<file path="src/include/dctc_pkg.sv">
package dctc_pkg;

   // ----------------------------------------------------------------------
   // Register map
   // ----------------------------------------------------------------------
   localparam logic [15:0] DCTC_TIMING1_OFS  = 16'h0114;
   localparam logic [31:0] DCTC_TIMING1_RST  = 32'h00006111;
   // Bits that hold real fields; everything else is reserved and reads zero.
   localparam logic [31:0] DCTC_TIMING1_MASK = 32'h30F3F800;

   // ----------------------------------------------------------------------
   // Field positions
   // ----------------------------------------------------------------------
   localparam int DCTC_RTP_LSB   = 28;
   localparam int DCTC_RTP_W     = 2;
   localparam int DCTC_RAS_LSB   = 20;
   localparam int DCTC_RAS_W     = 4;
   localparam int DCTC_RRD_BIT   = 17;
   localparam int DCTC_RPALL_BIT = 16;
   localparam int DCTC_RFC_LSB   = 11;
   localparam int DCTC_RFC_W     = 5;

   // ----------------------------------------------------------------------
   // Timing counts, in memory clocks
   // ----------------------------------------------------------------------
   localparam int          DCTC_CW        = 6;
   localparam logic [5:0]  DCTC_RRD_SHORT = 6'h02;
   localparam logic [5:0]  DCTC_RRD_LONG  = 6'h03;
   localparam logic [5:0]  DCTC_BL8_HALF  = 6'h04;
   localparam logic [5:0]  DCTC_BL4_HALF  = 6'h02;
   localparam logic [5:0]  DCTC_AGE_MAX   = 6'h3F;

   // ----------------------------------------------------------------------
   // Commands reported by the scheduler
   // ----------------------------------------------------------------------
   typedef enum logic [2:0] {
      DCTC_CMD_NOP,
      DCTC_CMD_ACT,
      DCTC_CMD_RD,
      DCTC_CMD_WR,
      DCTC_CMD_PRE,
      DCTC_CMD_PREALL,
      DCTC_CMD_REF
   } dctc_cmd_t;

endpackage

</file>
<file path="src/hdl/dctc_gap_cnt.sv">
`timescale 1ns/10ps
module dctc_gap_cnt
   import dctc_pkg::*;
#(
   parameter int CW = DCTC_CW
)(
   // Clock and reset
   input  wire logic          clk,
   input  wire logic          rst,
   // Start of a gap and its length in clocks
   input  wire logic          load,
   input  wire logic [CW-1:0] gap,
   // High when the gap will have elapsed after this edge
   output logic               done_nxt
);

   logic [CW-1:0] cnt_r;
   logic [CW-1:0] cnt_nxt;

   // Loading gap-1 makes the next command legal exactly gap clocks later.
   always_comb begin
      cnt_nxt = cnt_r;
      if (load) begin
         cnt_nxt = (gap == '0) ? '0 : gap - CW'(1);
      end else if (cnt_r != '0) begin
         cnt_nxt = cnt_r - CW'(1);
      end
      done_nxt = (cnt_nxt == '0);
   end

   // Counter state.
   always_ff @(posedge clk) begin
      if (rst) begin
         cnt_r <= '0;
      end else begin
         cnt_r <= cnt_nxt;
      end
   end

endmodule

</file>
<file path="src/hdl/dctc_timing.sv">
`timescale 1ns/10ps
// Contract
// - Read to precharge of same rank spaced by half the burst length.
// - Activate to precharge of a bank spaced by the four-bit minimum field.
// - Activates to different banks of one rank spaced two or three clocks.
// - Precharge-all to activate waits precharge period, plus one when bit set.
// - No activate to a rank until refresh cycle time after its refresh.
// - Refresh cycle time field counts linearly, zero to thirty-one clocks.
module dctc_timing
   import dctc_pkg::*;
#(
   parameter int NR = 2,
   parameter int NB = 8,
   parameter int AW = 16
)(
   // Clock and reset
   input  wire logic                   clk,
   input  wire logic                   rst,
   // Register access
   input  wire logic [AW-1:0]          reg_addr,
   input  wire logic                   reg_wr,
   input  wire logic                   reg_rd,
   input  wire logic [3:0]             reg_be,
   input  wire logic [31:0]            reg_wdata,
   output logic      [31:0]            reg_rdata,
   // Issued commands from the scheduler
   input  wire logic                   cmd_issue,
   input  wire dctc_cmd_t              cmd_type,
   input  wire logic [$clog2(NR)-1:0]  cmd_rank,
   input  wire logic [$clog2(NB)-1:0]  cmd_bank,
   // Parameters held elsewhere in the controller
   input  wire logic                   burst_len_8,
   input  wire logic [3:0]             prech_period,
   // Spacing status, index rank*NB+bank
   output logic      [NR*NB-1:0]       act_ok,
   output logic      [NR*NB-1:0]       pre_ok
);

   // ----------------------------------------------------------------------
   // Timing register
   // ----------------------------------------------------------------------
   logic [31:0] timing_r;
   logic        hit;

   assign hit = (reg_addr == AW'(DCTC_TIMING1_OFS));

   // Byte-lane writes; the mask keeps reserved bits at zero.
   always_ff @(posedge clk) begin
      if (rst) begin
         timing_r <= DCTC_TIMING1_RST & DCTC_TIMING1_MASK;
      end else if (reg_wr && hit) begin
         for (int i = 0; i < 4; i++) begin
            if (reg_be[i]) begin
               timing_r[8*i +: 8] <= reg_wdata[8*i +: 8] & DCTC_TIMING1_MASK[8*i +: 8];
            end
         end
      end
   end

   // Read data is held until the next read; unmapped offsets return zero.
   always_ff @(posedge clk) begin
      if (rst) begin
         reg_rdata <= 32'h00000000;
      end else if (reg_rd) begin
         reg_rdata <= hit ? timing_r : 32'h00000000;
      end
   end

   // ----------------------------------------------------------------------
   // Gap lengths from the fields
   // ----------------------------------------------------------------------
   // Reserved read-to-precharge codes fall back to half the burst, the only
   // defined spacing, so a bad write can never shorten it.
   function automatic logic [5:0] half_burst(input logic bl8);
      half_burst = bl8 ? DCTC_BL8_HALF : DCTC_BL4_HALF;
   endfunction

   logic [5:0] gap_rtp;
   logic [5:0] gap_ras;
   logic [5:0] gap_rrd;
   logic [5:0] gap_rpall;
   logic [5:0] gap_rfc;

   assign gap_rtp   = half_burst(burst_len_8);
   assign gap_ras   = {2'b00, timing_r[DCTC_RAS_LSB +: DCTC_RAS_W]};
   assign gap_rrd   = timing_r[DCTC_RRD_BIT] ? DCTC_RRD_LONG : DCTC_RRD_SHORT;
   assign gap_rpall = {2'b00, prech_period} + {5'b00000, timing_r[DCTC_RPALL_BIT]};
   assign gap_rfc   = {1'b0, timing_r[DCTC_RFC_LSB +: DCTC_RFC_W]};

   // ----------------------------------------------------------------------
   // Per-rank and per-bank spacing counters
   // ----------------------------------------------------------------------
   logic [NR-1:0]    rtp_done;
   logic [NR-1:0]    rrd_done;
   logic [NR-1:0]    rpall_done;
   logic [NR-1:0]    rfc_done;
   logic [NR*NB-1:0] ras_done;

   for (genvar r = 0; r < NR; r++) begin : g_rank
      logic hit_rank;
      assign hit_rank = cmd_issue && (cmd_rank == r);

      dctc_gap_cnt u_rtp (
         .clk      (clk),
         .rst      (rst),
         .load     (hit_rank && cmd_type == DCTC_CMD_RD),
         .gap      (gap_rtp),
         .done_nxt (rtp_done[r])
      );
      dctc_gap_cnt u_rrd (
         .clk      (clk),
         .rst      (rst),
         .load     (hit_rank && cmd_type == DCTC_CMD_ACT),
         .gap      (gap_rrd),
         .done_nxt (rrd_done[r])
      );
      dctc_gap_cnt u_rpall (
         .clk      (clk),
         .rst      (rst),
         .load     (hit_rank && cmd_type == DCTC_CMD_PREALL),
         .gap      (gap_rpall),
         .done_nxt (rpall_done[r])
      );
      dctc_gap_cnt u_rfc (
         .clk      (clk),
         .rst      (rst),
         .load     (hit_rank && cmd_type == DCTC_CMD_REF),
         .gap      (gap_rfc),
         .done_nxt (rfc_done[r])
      );

      for (genvar b = 0; b < NB; b++) begin : g_bank
         dctc_gap_cnt u_ras (
            .clk      (clk),
            .rst      (rst),
            .load     (hit_rank && cmd_bank == b && cmd_type == DCTC_CMD_ACT),
            .gap      (gap_ras),
            .done_nxt (ras_done[r*NB+b])
         );
      end
   end

   // ----------------------------------------------------------------------
   // Registered permissions
   // ----------------------------------------------------------------------
   // Built from the counters' next values so the flops add no extra clock.
   always_ff @(posedge clk) begin
      if (rst) begin
         act_ok <= '1;
         pre_ok <= '1;
      end else begin
         for (int i = 0; i < NR*NB; i++) begin
            pre_ok[i] <= ras_done[i] && rtp_done[i/NB];
            act_ok[i] <= rrd_done[i/NB] && rpall_done[i/NB] && rfc_done[i/NB];
         end
      end
   end

   // ----------------------------------------------------------------------
   // Checks on rank 0, bank 0, and on the timing register
   // ----------------------------------------------------------------------
   logic [5:0] age_rd_r;
   logic [5:0] age_act0_r;
   logic [5:0] age_act_r;
   logic [5:0] age_pall_r;
   logic [5:0] age_ref_r;
   logic       r0;

   assign r0 = cmd_issue && (cmd_rank == '0);

   // Clocks since each command; one in the cycle after the command.
   always_ff @(posedge clk) begin
      if (rst) begin
         age_rd_r   <= DCTC_AGE_MAX;
         age_act0_r <= DCTC_AGE_MAX;
         age_act_r  <= DCTC_AGE_MAX;
         age_pall_r <= DCTC_AGE_MAX;
         age_ref_r  <= DCTC_AGE_MAX;
      end else begin
         age_rd_r   <= (r0 && cmd_type == DCTC_CMD_RD) ? 6'h01
                       : (age_rd_r == DCTC_AGE_MAX ? age_rd_r : age_rd_r + 6'h01);
         age_act0_r <= (r0 && cmd_type == DCTC_CMD_ACT && cmd_bank == '0) ? 6'h01
                       : (age_act0_r == DCTC_AGE_MAX ? age_act0_r : age_act0_r + 6'h01);
         age_act_r  <= (r0 && cmd_type == DCTC_CMD_ACT) ? 6'h01
                       : (age_act_r == DCTC_AGE_MAX ? age_act_r : age_act_r + 6'h01);
         age_pall_r <= (r0 && cmd_type == DCTC_CMD_PREALL) ? 6'h01
                       : (age_pall_r == DCTC_AGE_MAX ? age_pall_r : age_pall_r + 6'h01);
         age_ref_r  <= (r0 && cmd_type == DCTC_CMD_REF) ? 6'h01
                       : (age_ref_r == DCTC_AGE_MAX ? age_ref_r : age_ref_r + 6'h01);
      end
   end

   a_rtp_gap: assert property (@(posedge clk) disable iff (rst)
      pre_ok[0] |-> age_rd_r >= gap_rtp)
      else $error("Precharge allowed too soon after read.");
   a_ras_gap: assert property (@(posedge clk) disable iff (rst)
      pre_ok[0] |-> age_act0_r >= gap_ras)
      else $error("Precharge allowed too soon after activate.");
   a_rrd_gap: assert property (@(posedge clk) disable iff (rst)
      act_ok[0] |-> age_act_r >= gap_rrd)
      else $error("Activate allowed too soon after activate.");
   a_rpall_gap: assert property (@(posedge clk) disable iff (rst)
      act_ok[0] |-> age_pall_r >= gap_rpall)
      else $error("Activate allowed too soon after precharge-all.");
   a_rfc_gap: assert property (@(posedge clk) disable iff (rst)
      act_ok[0] |-> age_ref_r >= gap_rfc)
      else $error("Activate allowed too soon after refresh.");
   a_rfc_exact: assert property (@(posedge clk) disable iff (rst)
      $rose(rfc_done[0]) && (age_ref_r < DCTC_AGE_MAX) |-> age_ref_r + 6'h01 == gap_rfc)
      else $error("Refresh gap does not end at the programmed count.");
   a_rsvd_zero: assert property (@(posedge clk) disable iff (rst)
      (reg_rdata & ~DCTC_TIMING1_MASK) == 32'h00000000)
      else $error("Reserved bits read nonzero.");
   a_wr_takes: assert property (@(posedge clk) disable iff (rst)
      reg_wr && hit && reg_be == 4'hF |=> timing_r == ($past(reg_wdata) & DCTC_TIMING1_MASK))
      else $error("Full write did not update the timing fields.");

   c_ref_block: cover property (@(posedge clk) disable iff (rst)
      r0 && cmd_type == DCTC_CMD_REF ##1 !act_ok[0] [*3] ##[1:40] act_ok[0]);
   c_ras_block: cover property (@(posedge clk) disable iff (rst)
      r0 && cmd_type == DCTC_CMD_ACT && cmd_bank == '0 ##1 !pre_ok[0] ##[1:20] pre_ok[0]);
   c_reg_write: cover property (@(posedge clk) disable iff (rst)
      reg_wr && hit ##1 reg_rd && hit);

endmodule

</file>
<file path="config.mk">
export PLATFORM = sky130hd
export DESIGN_NAME = dctc_timing
export DESIGN_NICKNAME = d
export VERILOG_FILES = /design/src/include/dctc_pkg.sv /design/src/hdl/dctc_gap_cnt.sv /design/src/hdl/dctc_timing.sv
export SDC_FILE = /design/constraint.sdc
export NUM_CORES = 1
export LEC_CHECK = 0
export BUFFER_PORTS_ARGS = -buffer_cell sky130_fd_sc_hd__buf_4
export CAP_MARGIN = 10
export CELL_PAD_IN_SITES_DETAIL_PLACEMENT = 1
export CELL_PAD_IN_SITES_GLOBAL_PLACEMENT = 1
export CORE_ASPECT_RATIO = 0.5
export CORE_MARGIN = 8
export CORE_UTILIZATION = 37
export CTS_CLUSTER_SIZE = 8
export DETAILED_ROUTE_END_ITERATION = 12
export PLACE_DENSITY_LB_ADDON = 0.05
export SYNTH_ARGS = -nofsm -noshare
export SYNTH_HDL_FRONTEND = slang
export SYNTH_SLANG_ARGS = --single-unit
</file>
<file path="constraint.sdc">
create_clock -name clk -period 6.71 [get_ports clk]
set_clock_uncertainty 0.1 [all_clocks]
set_input_delay 0.671 -clock clk [delete_from_list [all_inputs] [get_ports clk]]
set_output_delay 0.671 -clock clk [all_outputs]
set_load 0.01 [all_outputs]
</file>
### Word level (Yosys, flattened, before mapping)

Cells that the tools add are included.
Widths: inputs -> output; s select.

* add/subtract/negate cells: 30
* equal/unequal tests: 12
* mux-type cells: 56
* bitwise gates (word level): 1
* reduce and logical (&&, ||, !) cells: 120

Operators by type and width (count)
* $mux 6: 53
* $logic_not 6->1: 29
* $reduce_bool 6->1: 24
* $sub 6x1->6 const B: 24
* $logic_and 1x1->1: 63
* $mux 30: 1
* $eq 3x3->1 const B: 6
* $eq 16x9->1 const B: 1
* $sub 5x1->6 const B: 2
* $eq 3x2->1 const B: 3
* $eq 3x1->1 const B: 2
* $reduce_and 2->1: 3
* $add 4x1->5: 1
* $sub 4x1->5 const B: 1
* $sub 3x1->4 const B: 1
* $logic_not 3->1: 1
* $mux 3: 1
* $sub 2x1->3 const B: 1
* $mux 1: 1
* $not 1->1: 1

* bits in registers: 214
* bits of input ports: 69
* logic and storage cells: 249

### Longest topological paths before layout

* word-level depth: 7
* depth in mapped cells: 9
* depth with buffers taken out: 9

### Hierarchy

A second synthesis with hierarchy kept.

* cell total of the unflattened synthesis: 1658
* area total of the unflattened synthesis: 13868.3 µm²

Modules (own cells, without submodules)
* dctc_gap_cnt: instances 24, cells an instance 59, area an instance 490.5 µm², seq. area each 120.1 µm²
* dctc_timing: instances 1, cells an instance 242, area an instance 2097.0 µm², seq. area each 880.8 µm²

### Worst setup path before layout

OpenSTA, ideal clock, no wires.

* kind: input to register
* start point: input port prech_period[0]
* end point: register act_ok[8]
* library setup time: 96 ps
* data arrival time: 2527 ps
* slack: 3988 ps
* stages: 9
* path buffers: 0
* cell sequence: ha_1 -> xnor2_1 -> ha_1 -> nor2b_1 -> o21a_1 -> a2bb2oi_2 -> nand3_1 -> or3_1 -> o41ai_2

* cells in the longest elaborated chain, start to end: 7

RTL lines
* start: declaration: RTL line dctc_timing.sv:33 `input wire logic [3:0] prech_period,`
* $add 4x1->5 (*): RTL line dctc_timing.sv:87 `assign gap_rpall = {2'b00, prech_period} + {5'b00000, timing_r[DCTC_RPALL_BIT]};`
* $sub 5x1->6 or $logic_not 6->1 (tied branches): RTL line dctc_gap_cnt.sv:24 `cnt_nxt = (gap == '0) ? '0 : gap - CW'(1);`
* $mux 6 (*): RTL line dctc_gap_cnt.sv:24
* $mux 6 (*): RTL line dctc_gap_cnt.sv:23 `if (load) begin`
* $logic_not 6->1 (*): RTL line dctc_gap_cnt.sv:28 `done_nxt = (cnt_nxt == '0);`
* $logic_and 1x1->1 (*) (2 in a row): RTL line dctc_timing.sv:154 `act_ok[i] <= rrd_done[i/NB] && rpall_done[i/NB] && rfc_done[i/NB];`
* end signal: indexed assignment: RTL line dctc_timing.sv:154
* end: declaration: RTL line dctc_timing.sv:35 `output logic [NR*NB-1:0] act_ok,`

Mark *: on every way between the ends. The rest lies on a longest branch, timed or not.
A chain may end at the register's enable or synchronous reset.

### Final worst setup path

* start point: input port cmd_type[1]
* end point: register act_ok[7]

* cells in the longest elaborated chain, start to end: 6

RTL lines
* start: declaration: RTL line dctc_timing.sv:28 `input wire dctc_cmd_t cmd_type,`
* $eq 3x1->1 or $eq 3x3->1 (tied branches)
* $logic_and 1x1->1
* $mux 6: RTL line dctc_gap_cnt.sv:23
* $logic_not 6->1: RTL line dctc_gap_cnt.sv:28
* $logic_and 1x1->1: RTL line dctc_timing.sv:154
* $logic_and 1x1->1 (*): RTL line dctc_timing.sv:154

Marked as above.

==> results by group <==
CTS
  • Num CTS Buffers: 17
  • Clock transition at path regs: 0.07 ns
  • Clk buf depth: 2
  • Hold buffer count at cts: 0
  • # clock sinks: 188
  • Clock Latency Late Sink: 0.45 ns
  • H-tree Lvls: 4
  • Post-CTS resize count: 0
  • Root buf cell: clkbuf_16
  • Setup Fix Bufs, Post-CTS: 0
  • TritonCTS clock tree: done

Synthesis
  • Area contributors post-synth: dfxtp_1 34%, nor2_1 7.7%, ha_1 6.0%
  • Biggest area consumer among synthesized cells: dfxtp_1
  • Number of synthesized flops with an enable pin: 0
  • Mapped Cells: 1397
  • Synth cell types: 72
  • Synth Register Bits: 188
  • Sequential element share of the synthesized area: 34.3%
  • Syn Area/Cell: 7.85 sq um
  • Ys async rst share: 0%
  • Post-Syn Area: 11000 sq um
  • Synth top area share: 34.3%
  • Ys Warns: 0
  • Synth Flop Type: dfxtp_1

Layout
  • Diodes inserted: 0
  • Commonest cells after routing, fill and taps aside: 225 x nor2_1, 188 x dfxtp_1, 103 x buf_4, 101 x nand2_1, 89 x nor3_1
  • Commonest non-fill, non-tap cell in the layout: nor2_1
  • Area growth syn-to-layout: 12.9%
  • Layout cell share with drive strength beyond 1: 10.1%
  • Util after Layout: 42.6%
  • Fin area: 12400 sq um
  • Final net count: 1562

Worst setup path
  • R2R depth: 8
  • CP max stage cell: nor4b_1
  • Worst Path Required: 6.96 ns
  • RR Endpoint: act_ok[8]$_SDFF_PP1_
  • Crit end category: flip-flop
  • Crit path depth: 6
  • Flop-to-flop setup slack: 3.83 ns
  • Worst path arrival time: 3.44 ns
  • Crit path kind: in2reg
  • Critical path cell sequence: buf_4 > nor4b_1 > nand2_1 > a2111oi_0 > a22oi_1 > o41ai_1
  • Startpoint types: input pin
  • Crit Path Max Fanout: 8
  • Buffers plus inverters on the worst setup path: 1
  • Worst r2r src: timing_r[11]$_SDFFE_PP0P_
  • CP max stage delay: 0.98 ns
  • Worst Setup EP: act_ok[7]$_SDFF_PP1_
  • Critical Path Start: cmd_type[1]
  • Top Family by Delay on Critical Path: simple AND/OR/NAND/NOR gates

Place
  • Post-DP HPWL: 23000 um
  • Placed Area: 11800 sq um
  • GP Congestion: 0.834
  • Buffers on Ports: 93

Drt
  • # DRC: 0
  • Starting DRT DRC Count: 580
  • DRT Pass-1 Iters: 4
  • Final wirelength: 31700 um
  • WL/cell: 17.2 um
  • Total number of vias: 9776
  • Post-route ant nets: 0
  • Vias per cell: 5.30

Floorplanning
  • IO Pins: 133
  • Area of the core: 29100 sq um
  • Die footprint: 35700 sq um
  • Die height: 138 um
  • Initial core utilization: 37.7%
  • Num rows: 44
  • Die Wd: 259 um

Hold path
  • Type of the tightest min-delay check: in2reg

STA
  • RSZ-0062 raised after global routing: false
  • Max transition margin: 20.5%
  • Slew Limit Fails: 0
  • TNS Setup: 0 ns
  • Tightest Pin Transition: 1.19 ns
  • Final setup fails: 0
  • Tmin final: 3.19 ns
  • Final critical-path share of the clock period: 47.5%
  • Fmax: 314 MHz
  • Final hold violation count: 0

Power
  • Sw Ratio: 43.3%
  • Power density over the cells: 514 nW/um^2
  • Sequential power share: 30.1%
  • Internal Pwr Total: 3600 uW
  • VDD IR max: 0.218 mV
  • Clock power share: 16.2%
  • Comb power frac: 53.7%
  • NetSw: 2760 uW
  • Pleak: 0.00507 uW

Run
  • MaxCap Viol Count: 0

Global routing
  • Largest net degree at the start of global routing: 85
  • All-layer global routing usage: 17.5%
  • Antenna violations before repair: 0
  • Global-route wire length before repair: 51000 um
  • Remaining Overflow, GRT: 0
  • Vias in the first global route: 10.0k

Outcome
  • Outcome: finished clean
-- power groups by stage --
stage               clock network, uW  registers, uW  logic (uW)
floorplan                           0           1830        2780
global placement                    0           1910        3280
detailed placement                  0           1930        3400
CTS                              1060           1910        3450
global route                     1100           1970        3900
finish                           1030           1910        3420
-- tightest hold or removal path, cell delays in order --
cell     delay [ns]
buf_4          0.08
mux2i_1        0.05
nand2_1        0.06
-- state kept, by name, indices dropped and copies added (netlist names) --
signal and cells:
timing_r 13, act_ok 2, g_rank.g_bank.u_ras.cnt_r 96, pre_ok 16, reg_rdata 13, g_rank.u_rfc.cnt_r 12
g_rank.u_rtp.cnt_r 12, g_rank.u_rpall.cnt_r 12, g_rank.u_rrd.cnt_r 12
-- cell type report --
class / instances / area, sq um
Fill cell: 3561 / 16700
Multi-Input combinational cell: 1067 / 6540
Sequential cell: 188 / 3760
Timing Repair Buffer: 103 / 773
Tap cell: 391 / 489
Clock buffer: 20 / 457
Inverter: 63 / 236
Clock inverter: 11 / 119
-- worst min-delay path by stage --
stage                               from                        end  slack, ns  cells past startpoint
3_3_place_gp   timing_r[29]$_SDFFE_PP0P_  timing_r[29]$_SDFFE_PP0P_       0.35                      2
6_report                   reg_wdata[13]  timing_r[13]$_SDFFE_PP1P_       0.35                      3
3_5_place_dp   timing_r[28]$_SDFFE_PP0P_  timing_r[28]$_SDFFE_PP0P_       0.35                      2
4_1_cts                    reg_wdata[14]  timing_r[14]$_SDFFE_PP1P_       0.33                      3
5_1_grt                    reg_wdata[21]  timing_r[21]$_SDFFE_PP0P_       0.34                      3
2_1_floorplan  timing_r[28]$_SDFFE_PP0P_  timing_r[28]$_SDFFE_PP0P_       0.34                      2
-- per-layer routing --
layer	GRT usage, %	vias to the layer above	routed length (um)
met5	0	-	0
met4	5.32	0	406
met3	2.49	28	885
met2	31.2	88	15300
met1	21.9	4754	15100
li1	-	4906	-
-- logic make-up after synthesis --
family,after synthesis,share of synthesized area [%]
compound gates,237,13.7
xor+xnor,113,9.03
fa+ha+maj,53,6.05
buf+inv,160,6.68
flops,188,34.3
mux,26,2.41
other cells,1,0.0342
simple gates,619,27.8
-- Yosys cell counts (6+ instances only) --
cell,instances
nor2_1,225
dfxtp_1,188
nand2_1,101
nor3_1,89
a21oi_1,83
xnor2_1,72
inv_1,62
clkbuf_1,54
ha_1,53
nand3_1,47
xor2_1,41
buf_4,33
o21ai_0,33
mux2i_1,23
nor4_1,23
a22oi_1,19
a31oi_1,19
nand2b_1,17
nand3b_1,16
and3_1,15
or3_1,13
o21ai_1,12
nor3b_1,11
a211oi_1,10
and4_1,9
o32ai_1,8
and2_1,7
nand4_1,7
o211ai_1,7
buf_2,6
o22ai_1,6
-- metrics by stage --
stage	std cells	hold WS, ns	setup slack [ns]	power, uW
global route	1843	0.340	3.54	6970
floorplan	1415	0.336	3.99	4610
finish	1843	0.345	3.52	6360
detailed placement	1812	0.354	3.29	5330
global placement	1812	0.349	3.37	5190
CTS	1843	0.325	3.76	6420
No activity file was read; power rests on OpenSTA's default activity.
